`config.mk`:
```
export PLATFORM = sky130hd
export DESIGN_NAME = sie_core
export DESIGN_NICKNAME = d
export VERILOG_FILES = /design/src/hdl/sie_pkg.sv /design/src/hdl/sie_flag_bank.sv /design/src/hdl/sie_prio_enc.sv /design/src/hdl/sie_core.sv
export SDC_FILE = /design/constraint.sdc
export NUM_CORES = 1
export LEC_CHECK = 0
export ABC_CLOCK_PERIOD_IN_PS = 3850
export BUFFER_PORTS_ARGS = -buffer_cell sky130_fd_sc_hd__buf_2
export CELL_PAD_IN_SITES_DETAIL_PLACEMENT = 0
export CELL_PAD_IN_SITES_GLOBAL_PLACEMENT = 2
export CORE_UTILIZATION = 30
export CTS_CLUSTER_DIAMETER = 40
export DETAILED_ROUTE_END_ITERATION = 7
export GPL_TIMING_DRIVEN = 0
export HOLD_SLACK_MARGIN = 0.06
export PLACE_DENSITY = 0.95
export SLEW_MARGIN = 25
export SYNTH_ARGS = -nofsm -noshare
export SYNTH_HDL_FRONTEND = slang
export SYNTH_SLANG_ARGS = --single-unit
```
`constraint.sdc`:
```
create_clock -name sys_clk -period 3.85 [get_ports sys_clk]
set_clock_uncertainty 0.05 [all_clocks]
set_input_delay 0.1925 -clock sys_clk [delete_from_list [all_inputs] [get_ports sys_clk]]
set_output_delay 0.1925 -clock sys_clk [all_outputs]
set_load 0.005 [all_outputs]
```
`src/hdl/sie_pkg.sv`:
```
// constants and carrier types for the stack and interrupt entry block
// assumes one undivided core clock and a pipeline that reports retirements
package sie_pkg;

   // ==========================================================
   // register map, io space
   localparam logic [5:0] IO_SP_LOW = 6'h3D;
   localparam logic [5:0] IO_SP_HIGH = 6'h3E;
   localparam logic [7:0] SP_BYTE_RST = 8'h00;
   localparam int STATUS_REGISTER_GIE_BIT = 7;

   // ==========================================================
   // timing, in core clock cycles
   localparam logic [2:0] ENTRY_CYC = 3'h4;
   localparam logic [2:0] EXIT_CYC = 3'h4;
   localparam logic [2:0] WAKE_EXTRA_CYC = 3'h4;

   // ==========================================================
   // vector layout: reset at base, source i at base + (i + 1) * stride
   localparam int VEC_STRIDE = 2;

   // ==========================================================
   // types
   typedef enum logic [1:0] {
      ST_RUN,
      ST_WAKE,
      ST_ENTRY,
      ST_EXIT
   } sie_state_t;

   typedef enum logic [2:0] {
      OP_NONE,
      OP_PUSH,
      OP_POP,
      OP_CALL,
      OP_RET,
      OP_HANDLER_EXIT_INSTRUCTION,
      OP_SEI,
      OP_CLI
   } sie_op_t;

   typedef struct packed {
      logic valid;
      sie_op_t op;
   } sie_instr_t;

   typedef struct packed {
      logic wr;
      logic rd;
      logic [5:0] addr;
      logic [7:0] wdata;
   } sie_io_req_t;

   typedef struct packed {
      logic we;
      logic re;
      logic [15:0] addr;
      logic [7:0] wdata;
   } sie_mem_req_t;

endpackage

```
`src/hdl/sie_flag_bank.sv`:
```
// pending flags of the flag-type interrupt sources
// assumes event pulses synchronous to sys_clk; level sources keep no flag
`timescale 1ns/1ns
`default_nettype none
module sie_flag_bank #(
   parameter int N = 8,
   parameter logic [N-1:0] LEVEL_MASK = '0
) (
   // clock and reset
   input wire logic sys_clk,
   input wire logic srst,
   // set and clear
   input wire logic [N-1:0] event_in,
   input wire logic [N-1:0] clr_hw,
   input wire logic [N-1:0] clr_sw,
   // state
   output logic [N-1:0] flags_out
);
   typedef struct packed {
      logic [N-1:0] flag;
   } sie_flag_st_t;

   sie_flag_st_t st_q;
   sie_flag_st_t st_d;
   logic [N-1:0] nxt;

   // ==========================================================
   // per-source flag: a new event beats a clear in the same cycle
   for (genvar i = 0; i < N; i++) begin : g_flag
      assign nxt[i] = LEVEL_MASK[i] ? 1'b0 :
         (event_in[i] | (st_q.flag[i] & ~clr_hw[i] & ~clr_sw[i]));
   end

   always_comb begin
      st_d = st_q;
      st_d.flag = nxt;
   end

   always_ff @(posedge sys_clk) begin
      if (srst) begin
         st_q <= '0;
      end else begin
         st_q <= st_d;
      end
   end

   assign flags_out = st_q.flag;
endmodule
`default_nettype wire

```
`src/hdl/sie_prio_enc.sv`:
```
// fixed priority pick: lowest index wins
// assumes requests already gated by their enables
`timescale 1ns/1ns
`default_nettype none
module sie_prio_enc #(
   parameter int N = 8,
   parameter int IDX_W = 3
) (
   // requests
   input wire logic [N-1:0] req,
   // winner
   output logic any,
   output logic [IDX_W-1:0] idx
);
   always_comb begin
      any = |req;
      idx = '0;
      for (int i = N - 1; i >= 0; i--) begin
         if (req[i]) begin
            idx = IDX_W'(i);
         end
      end
   end
endmodule
`default_nettype wire

```
`src/hdl/sie_core.sv`:
```
// stack pointer upkeep and interrupt acceptance, entry and return
// assumes the pipeline retires one instruction per instr.valid pulse and
// stalls while core_hold is high; stack memory answers reads one cycle late
//
// Function
// - stack grows downward; pushing lowers pointer
// - push lowers pointer one, pop raises one
// - call or interrupt entry lowers pointer two
// - return or handler exit raises pointer two
// - pointer is two bytes, read/write, reset zero
// - core clock used undivided
// - accept needs own enable and global enable
// - boot locks mask interrupts by program counter
// - lower vector wins; reset vector at base
// - relocation bit and fuse move vectors
// - acceptance clears global enable
// - handler exit sets global enable
// - vectoring or write-one clears pending flag
// - disabled flag events are held pending
// - level sources request only while present
// - one main instruction runs after handler exit
// - mask instruction blocks interrupts at once
// - instruction after unmask always runs first
// - entry four cycles, pushing the program counter
// - sleep adds four; exit takes four cycles
// - global enable is status bit seven
`timescale 1ns/1ns
`default_nettype none
module sie_core #(
   parameter int N_SRC = 8,
   parameter logic [N_SRC-1:0] LEVEL_MASK = '0,
   parameter int PC_W = 15,
   parameter logic [PC_W-1:0] BOOT_START = '0
) (
   // clock and reset
   input wire logic sys_clk,
   input wire logic srst,
   // io register port
   input wire sie_pkg::sie_io_req_t io_req,
   output logic [7:0] io_rdata,
   // status register, global enable bit
   input wire logic status_register_wr,
   input wire logic [7:0] status_register_wdata,
   output logic gie,
   // pipeline
   input wire sie_pkg::sie_instr_t instr,
   input wire logic core_asleep,
   input wire logic [PC_W-1:0] pc_now,
   output logic core_hold,
   output logic vec_valid,
   output logic [PC_W-1:0] vec_addr,
   output logic pc_load,
   output logic [PC_W-1:0] pc_ret,
   output logic [15:0] stack_pointer,
   // stack memory
   output sie_pkg::sie_mem_req_t mem,
   input wire logic [7:0] mem_rdata,
   // interrupt sources
   input wire logic [N_SRC-1:0] src_event,
   input wire logic [N_SRC-1:0] src_level,
   input wire logic [N_SRC-1:0] src_en,
   input wire logic flag_clr_wr,
   input wire logic [N_SRC-1:0] flag_clr_mask,
   output logic [N_SRC-1:0] flags,
   // vector placement and locks
   input wire logic vec_reloc,
   input wire logic reset_reloc_fuse,
   input wire logic boot_lock_a,
   input wire logic boot_lock_b,
   output logic [PC_W-1:0] reset_vector
);
   localparam int IDX_W = (N_SRC > 1) ? $clog2(N_SRC) : 1;

   typedef struct packed {
      sie_pkg::sie_state_t state;
      logic [2:0] cnt;
      logic [15:0] sp;
      logic gie;
      logic [PC_W-1:0] ret_pc;
      logic [PC_W-1:0] vec;
      logic vec_valid;
      logic pc_load;
      logic [7:0] rdata;
   } sie_core_st_t;

   sie_core_st_t st_q;
   sie_core_st_t st_d;

   logic [N_SRC-1:0] req;
   logic [N_SRC-1:0] ack;
   logic req_any;
   logic [IDX_W-1:0] req_idx;
   logic [PC_W-1:0] vec_base;
   logic in_boot;
   logic lock_block;
   logic mask_now;
   logic take;
   logic [15:0] pc_wide;

   // ==========================================================
   // sources
   sie_flag_bank #(
      .N(N_SRC),
      .LEVEL_MASK(LEVEL_MASK)
   ) u_flags (
      .sys_clk(sys_clk),
      .srst(srst),
      .event_in(src_event),
      .clr_hw(ack),
      .clr_sw(flag_clr_wr ? flag_clr_mask : '0),
      .flags_out(flags)
   );

   // level sources look at the live condition, never at a stored copy
   assign req = src_en & ((LEVEL_MASK & src_level) | (~LEVEL_MASK & flags));

   sie_prio_enc #(
      .N(N_SRC),
      .IDX_W(IDX_W)
   ) u_prio (
      .req(req),
      .any(req_any),
      .idx(req_idx)
   );

   // ==========================================================
   // vector placement and lock masking
   assign vec_base = vec_reloc ? BOOT_START : '0;
   assign reset_vector = reset_reloc_fuse ? BOOT_START : '0;
   assign in_boot = (pc_now >= BOOT_START);
   // a lock forbids jumping across into the other section's vector table
   assign lock_block = (boot_lock_a & ~in_boot & vec_reloc) |
      (boot_lock_b & in_boot & ~vec_reloc);

   // mask instruction or a status write clearing the bit acts this very cycle
   assign mask_now = (instr.valid & (instr.op == sie_pkg::OP_CLI)) |
      (status_register_wr & ~status_register_wdata[sie_pkg::STATUS_REGISTER_GIE_BIT]);

   // accepted only at an instruction boundary, so a multi-cycle op finishes
   assign take = (st_q.state == sie_pkg::ST_RUN) & req_any & st_q.gie & ~mask_now &
      ~lock_block & (core_asleep | (instr.valid & (instr.op != sie_pkg::OP_HANDLER_EXIT_INSTRUCTION)));

   // hardware clear of the served flag when vectoring
   assign ack = take ? (N_SRC'(1) << req_idx) & ~LEVEL_MASK : '0;

   assign pc_wide = 16'(st_q.ret_pc);

   // ==========================================================
   // next state
   always_comb begin
      st_d = st_q;
      st_d.vec_valid = 1'b0;
      st_d.pc_load = 1'b0;
      st_d.rdata = mem_rdata;
      mem = '0;
      unique case (st_q.state)
         sie_pkg::ST_RUN: begin
            if (instr.valid) begin
               unique case (instr.op)
                  sie_pkg::OP_PUSH: st_d.sp = st_q.sp - 16'h0001;
                  sie_pkg::OP_POP: st_d.sp = st_q.sp + 16'h0001;
                  sie_pkg::OP_CALL: st_d.sp = st_q.sp - 16'h0002;
                  sie_pkg::OP_RET: st_d.sp = st_q.sp + 16'h0002;
                  sie_pkg::OP_HANDLER_EXIT_INSTRUCTION: begin
                     st_d.state = sie_pkg::ST_EXIT;
                     st_d.cnt = '0;
                  end
                  // global enable is registered, so the next op always retires first
                  sie_pkg::OP_SEI: st_d.gie = 1'b1;
                  sie_pkg::OP_CLI: st_d.gie = 1'b0;
                  sie_pkg::OP_NONE: begin
                  end
               endcase
            end
            if (status_register_wr) begin
               st_d.gie = status_register_wdata[sie_pkg::STATUS_REGISTER_GIE_BIT];
            end
            if (take) begin
               st_d.gie = 1'b0;
               st_d.ret_pc = pc_now;
               st_d.vec = vec_base + PC_W'((int'(req_idx) + 1) * sie_pkg::VEC_STRIDE);
               st_d.cnt = '0;
               st_d.state = core_asleep ? sie_pkg::ST_WAKE : sie_pkg::ST_ENTRY;
            end
         end
         sie_pkg::ST_WAKE: begin
            st_d.cnt = st_q.cnt + 3'h1;
            if (st_q.cnt == sie_pkg::WAKE_EXTRA_CYC - 3'h1) begin
               st_d.cnt = '0;
               st_d.state = sie_pkg::ST_ENTRY;
            end
         end
         sie_pkg::ST_ENTRY: begin
            st_d.cnt = st_q.cnt + 3'h1;
            if (st_q.cnt < 3'h2) begin
               mem.we = 1'b1;
               mem.addr = st_q.sp;
               // low byte lands first at the higher address
               mem.wdata = (st_q.cnt == 3'h0) ? pc_wide[7:0] : pc_wide[15:8];
               st_d.sp = st_q.sp - 16'h0001;
            end
            if (st_q.cnt == sie_pkg::ENTRY_CYC - 3'h1) begin
               st_d.vec_valid = 1'b1;
               st_d.state = sie_pkg::ST_RUN;
            end
         end
         sie_pkg::ST_EXIT: begin
            st_d.cnt = st_q.cnt + 3'h1;
            if (st_q.cnt < 3'h2) begin
               mem.re = 1'b1;
               mem.addr = st_q.sp + 16'h0001;
               st_d.sp = st_q.sp + 16'h0001;
            end
            if (st_q.cnt == 3'h2) begin
               st_d.ret_pc = PC_W'({st_q.rdata, mem_rdata}); // high came first
            end
            if (st_q.cnt == sie_pkg::EXIT_CYC - 3'h1) begin
               st_d.gie = 1'b1;
               st_d.pc_load = 1'b1;
               st_d.state = sie_pkg::ST_RUN;
            end
         end
      endcase
      // software byte writes of the pointer win over any adjustment
      // a pointer left below the data area is not caught here
      if (io_req.wr && io_req.addr == sie_pkg::IO_SP_LOW) begin
         st_d.sp[7:0] = io_req.wdata;
      end
      if (io_req.wr && io_req.addr == sie_pkg::IO_SP_HIGH) begin
         st_d.sp[15:8] = io_req.wdata;
      end
   end

   // core clock taken straight from sys_clk, no divider
   always_ff @(posedge sys_clk) begin
      if (srst) begin
         st_q <= '0;
         st_q.sp <= {sie_pkg::SP_BYTE_RST, sie_pkg::SP_BYTE_RST};
         st_q.state <= sie_pkg::ST_RUN;
      end else begin
         st_q <= st_d;
      end
   end

   // ==========================================================
   // io read data, one cycle after the strobe
   logic [7:0] io_rdata_q;
   always_ff @(posedge sys_clk) begin
      if (srst) begin
         io_rdata_q <= 8'h00;
      end else if (io_req.rd) begin
         unique case (io_req.addr)
            sie_pkg::IO_SP_LOW: io_rdata_q <= st_q.sp[7:0];
            sie_pkg::IO_SP_HIGH: io_rdata_q <= st_q.sp[15:8];
            default: io_rdata_q <= 8'h00;
         endcase
      end
   end

   // ==========================================================
   // outputs
   assign io_rdata = io_rdata_q;
   assign gie = st_q.gie;
   assign core_hold = (st_q.state != sie_pkg::ST_RUN);
   assign vec_valid = st_q.vec_valid;
   assign vec_addr = st_q.vec;
   assign pc_load = st_q.pc_load;
   assign pc_ret = st_q.ret_pc;
   assign stack_pointer = st_q.sp;

   logic run_op;
   logic sp_io_wr;
   assign sp_io_wr = io_req.wr &&
      (io_req.addr == sie_pkg::IO_SP_LOW || io_req.addr == sie_pkg::IO_SP_HIGH);
   assign run_op = instr.valid && (st_q.state == sie_pkg::ST_RUN) && !sp_io_wr && !take;
endmodule
`default_nettype wire

```
== After elaboration in Yosys (flattened, before gate mapping) ==
Index checks and enable logic that the tools add are counted.

* Add/sub/neg operators: 6
* Bitwise operators: 63
* Shift-type cells: 1
* Order comparisons: 2
* Eq/ne operators: 32
* Reductions and logical operators: 19
* Multiplexer cells: 39

{| class="wikitable"
|+ Operator list
! cell !! count
|-
| $pmux W16 S2 || 2
|-
| $pmux W16 S4 || 1
|-
| $mux W8 || 6
|-
| $pmux W16 S3 || 1
|-
| $mux W16 || 2
|-
| $mux W31 || 1
|-
| $and A1 B1 Y1 || 28
|-
| $mux W24 || 1
|-
| $mux W3 || 8
|-
| $not A1 Y1 || 23
|-
| $mux W22 || 1
|-
| $ne A3 B3 Y1 const B || 6
|-
| $mux W17 || 1
|-
| $add A16 B1 Y16 const B || 1
|-
| $add A16 B2 Y16 const B || 1
|-
| $pmux W8 S2 || 1
|-
| $sub A16 B1 Y16 const B || 1
|-
| $sub A16 B2 Y16 const B || 1
|-
| $ge A15 B1 Y1 const B || 1
|-
| $mux W15 || 1
|-
| $mux W5 || 3
|-
| $pmux W5 S3 || 1
|-
| $eq A3 B2 Y1 const B || 4
|-
| $eq A3 B3 Y1 const B || 4
|-
| other kinds (30) || 62
|}

* Input port bits: 92
* Flip-flop bits (word level): 76

== Depth between registers and ports, before layout ==
* Depth after elaboration: 15
* Depth in mapped cells: 10

== Modules after synthesis ==
From an unflattened synthesis, not the netlist that was laid out.

* Cells, all modules: 772
* Area, all modules: 5726.7 um2

{| class="wikitable"
|+ Modules (own cells, without submodules)
! module !! seq. area each (um2) !! area each (um2) !! cells each !! times used
|-
| sie_core || 1161.1 || 5341.4 || 726 || 1
|-
| sie_flag_bank || 160.2 || 304.0 || 33 || 1
|-
| sie_prio_enc || 0.0 || 81.3 || 13 || 1
|}

== Worst setup path after synthesis ==
OpenSTA, ideal clock, no wires.

* Path type: input port to flip-flop
* Start point: in instr[1] (netlist bit)
* End point: reg st_q, in the netlist stack_pointer[15]
* Data arrival time: 2.450 ns
* Path slack: 1.229 ns
* Stages: 10
* Setup time: 0.121 ns
* Cell sequence: buf_2 -> nor3b_4 -> inv_1 -> fa_1 -> a21o_1 -> a221oi_2 -> o211ai_1 -> a311oi_1 -> xnor2_1 -> o21ai_1

* Longest elaborated chain between the ends: 5
* Elaborated cells on any way between the ends: 10
* Classes of those cells: 5 x eq/ne; 4 x mux; 1 x reduce/logical

{| class="wikitable"
|+ RTL lines
! element !! line !! text
|-
| from (decl) || sie_core.sv:46 || <nowiki>input wire sie_pkg::sie_instr_t instr,</nowiki>
|-
| $eq A3 B3 Y1, or another cell as far along || sie_core.sv:159 || <nowiki>unique case (instr.op)</nowiki>
|-
| $pmux W16 S4 || sie_core.sv:159 ||
|-
| $mux W22 || sie_core.sv:158 || <nowiki>if (instr.valid) begin</nowiki>
|-
| $pmux W16 S3 || sie_core.sv:156 || <nowiki>unique case (st_q.state)</nowiki>
|-
| $mux W8 || sie_core.sv:229 || <nowiki>if (io_req.wr && io_req.addr == sie_pkg::IO_SP_HIGH) begin</nowiki>
|-
| to (signal assigned) || sie_core.sv:241 || <nowiki>st_q <= st_d;</nowiki>
|-
| to (decl) || sie_core.sv:86 || <nowiki>sie_core_st_t st_q;</nowiki>
|}

Parallel ways exist; a longest one is shown, timed or not. The select of a mux whose other input is x is not followed.
A chain may end at the register's enable or synchronous reset.

==> summary.md <==
| Metric | Value |
|---|---|
| Status | `finished clean` |
| Post-synthesis cell count | `757` |
| Input/output buffers | `151` |
| Initial antenna violation count | `0` |
| Post-CTS setup repair buffer count | `0` |
| Antenna viol nets, final | `0` |
| N_diodes | `0` |
| # DRC | `0` |
| Final HPWL DP | `15790 um` |
| R2R Setup Slk | `1.06 ns` |
| Clock Pin Slew Worst Setup and Hold Paths | `0.06 ns` |
| Most numerous cell in the Yosys netlist | `nor2_1` |
| Die X-Extent | `140.5 um` |
| Final period utilization | `78.79%` |
| CTS Buffer Depth | `2` |
| RePlAce Congestion | `0.8986` |
| Layout Nets | `1084` |
| Synthesized area per cell | `7.603 um2` |
| Die area | `19740 um2` |
| Multiplexer share of the synthesized area | `2.630%` |
| Detailed Routing Iterations Pass 1 | `5` |
| Syn. warnings | `0` |
| Max VDD drop | `0.0002012 V` |
| Post-synthesis xor/xnor area fraction | `2.739%` |
| R2R cell count | `8` |
| Post-synthesis compound-gate area fraction | `28.22%` |
| CTS tree | `yes` |
| Final Critical Period | `3.033 ns` |
| Crit path kind | `register to output pin` |
| Ports | `199` |
| Synth Flop Type | `dfxtp_1` |
| Max Clock Freq | `329.7 MHz` |
| Crit path max fanout | `11` |
| Vias per std cell | `5.159` |
| Initial cell density of the core | `30.67%` |
| Total Power | `0.004588 W` |
| Max H-tree Level | `3` |
| Synth area leader | `dfxtp_1` |
| Hold-critical path endpoint | `stack_pointer[1]$_SDFFE_PP0P_` |
| Clk_lat worst skew | `0.34 ns` |
| Core Area | `18770 um2` |
| Adder-cell share of the synthesized area | `7.304%` |
| Share of the synthesized area in the top cell type | `22.96%` |
| Root Driver | `clkbuf_16` |
| Min-delay src | `io_req[1]` |
| Final Max Tran Viols | `0` |
| Synth top cells by count | `nor2_1 (71), dfxtp_1 (66), buf_4 (65)` |
| Post-synthesis simple-gate area fraction | `21.50%` |
| Main combinational cell family by area after synthesis | `compound AO/OA/AOI/OAI gates` |
| Number of synthesized flops with an enable pin | `0` |
| Area delta synth->final | `28.02%` |
| First-pass GRT wire length | `30970 um` |
| Netlist Area Pre-Place | `5756 um2` |
| Setup crit start kind | `register` |
| GRT Resource Usage Total | `20.04%` |
| Layout cell share with drive strength beyond 1 | `27.80%` |
| Rel. slew slack | `49.88%` |
| Total congestion overflow | `0` |
| Worst EP required | `3.61 ns` |
| RSZ-0062 raised after global routing | `no` |
| RR Endpoint | `stack_pointer[14]$_SDFFE_PP0P_` |
| Endpoints failing setup | `0` |
| Asr flop ratio synth | `0%` |
| Synthesized flop and latch total | `66` |
| Register area share after synthesis | `22.96%` |
| Max cap viols | `0` |
| Routed length per instance | `16.71 um` |
| DIE HEIGHT | `140.5 um` |
| PD cells | `622.7 nW/um2` |
| Routed wire length | `20020 um` |
| Post-CTS resize count | `0` |
| CTS Buf Count | `9` |
| Largest cells by area after synthesis | `dfxtp_1 (23%), buf_4 (8.5%), ha_1 (7.0%), nor2_1 (4.6%), a22oi_1 (4.3%)` |
| Largest net degree at the start of global routing | `17` |
| Worst-Margin Slew | `0.7518 ns` |
| Row count | `50` |
| Synth cell types | `78` |
| Worst min path class | `primary input to register` |
| Hold Path Depth | `3` |
| CP Capture Type | `output pin` |
| Arrival time at the worst endpoint | `2.79 ns` |
| Post-Route Setup TNS | `0 ns` |
| First DRT Iteration DRCs | `360` |
| Reg-to-Reg Start | `stack_pointer[1]$_SDFFE_PP0P_` |
| Via Count | `6180` |
| Number of global-route vias before repair | `5615` |
| Hold Vio Cnt, Final | `0` |
| LEAKAGE | `3.302 nW` |
| CTS sink cnt | `66` |
## layout make-up
class | instances | area [um2]
sequential | 66 | 1321
buffer | 115 | 708.2
tap | 234 | 292.8
timing repair buffer | 166 | 905.9
clock buffer | 10 | 229.0
multi-input combinational | 566 | 3689
clock inverter | 6 | 91.34
fill | 2035 | 11400
inverter | 35 | 131.4
## per-stage QoR
stage	cell area (um2)	std cells	worst slack [ns]	util [%]	hold slack, ns
after floorplan	5849	782	1.229	-	0.2602
after global placement	6898	1167	0.6362	36.75	0.3473
after detailed placement	6898	1167	0.6105	36.75	0.3586
after CTS	7368	1198	0.8152	39.26	0.07332
after global routing	7368	1198	0.5960	39.26	0.09411
final	7368	1198	0.8166	39.26	0.08104
## report_power, final
| part | internal (W) | switching, W |
|---|---|---|
| Clock | 0.000568 | 0.000334 |
| Sequential | 0.000823 | 0.000183 |
| Combinational | 0.00119 | 0.00150 |
## state kept, by name, summed over array words and instances, names as in the netlist
| signal | count |
|---|---|
| stack_pointer | 16 |
| pc_ret | 15 |
| st_q | 12 |
| io_rdata | 8 |
| u_flags.flags_out | 8 |
| vec_addr | 4 |
| gie | 1 |
| pc_load | 1 |
| vec_valid | 1 |
## cells in the final DEF, fill, tap and decap left out, types with 4 or more instances in the layout
cell,Yosys,final
clkbuf_1,30,31
a221o_1,6,6
buf_2,14,165
a21oi_1,35,35
ha_1,32,32
nor2_1,71,71
and2_1,4,4
nor4_1,4,4
nor2b_1,9,9
o211ai_1,6,6
a21o_1,7,7
a211oi_1,32,32
clkbuf_16,0,9
nand4_1,8,8
nand3_1,17,17
xnor2_1,12,12
and3_1,9,9
nor3_1,14,14
nand2b_1,6,6
nand2_1,64,64
o21a_1,4,4
dlygate4sd3_1,0,15
a22oi_1,33,33
o221ai_1,4,4
and4_1,5,5
inv_1,34,34
a221oi_1,7,7
nor3b_1,5,5
o21ai_0,38,38
dfxtp_1,66,66
buf_1,4,4
mux2i_1,14,14
buf_4,65,65
a31oi_1,11,11
o22ai_1,14,14
xor2_1,6,6
conb_1,1,26
## worst max-delay path, cell delays in order (launching register included)
cell	delay (ns)
dfxtp_1	0.61
ha_1	0.34
and3_1	0.18
clkbuf_1	0.30
nand2_1	0.22
nor3_2	0.37
o21ai_0	0.12
nand2_1	0.08
o21ai_0	0.08
buf_2	0.16
## cells by family after synthesis
group / after synthesis
muxes: 15
other: 1
and+or+nand+nor: 242
buffers and inverters: 150
AOI/OAI and AO/OA: 232
adders and majority gates: 33
DFF: 66
xor gates and xnor gates: 18
## how the worst max path moves through the flow
stage	start	end	slack, ns	depth (start not counted)
final	stack_pointer[1]$_SDFFE_PP0P_	mem[22]	0.82	9
after global routing	stack_pointer[1]$_SDFFE_PP0P_	mem[22]	0.60	9
after CTS	stack_pointer[1]$_SDFFE_PP0P_	mem[22]	0.82	9
after detailed placement	instr[2]	stack_pointer[15]$_SDFFE_PP0P_	0.61	10
after global placement	instr[2]	stack_pointer[15]$_SDFFE_PP0P_	0.64	10
after floorplan	instr[1]	stack_pointer[15]$_SDFFE_PP0P_	1.23	10
## repair_timing
| action | in CTS | in global routing |
|---|---|---|
| endpoints found under the hold margin | 15 | 0 |
| endpoints found under the setup margin | 0 | 0 |
| hold buffers | 15 | 0 |
## routing by layer
layer	global-route usage (%)	vias to the layer above	share of wire (%)
li1	-	3087	-
met1	27.56	2815	47
met2	31.55	252	44
met3	3.077	26	6.8
met4	7.323	0	2.1
met5	0	-	0
Power figures use the tool's default switching activity.
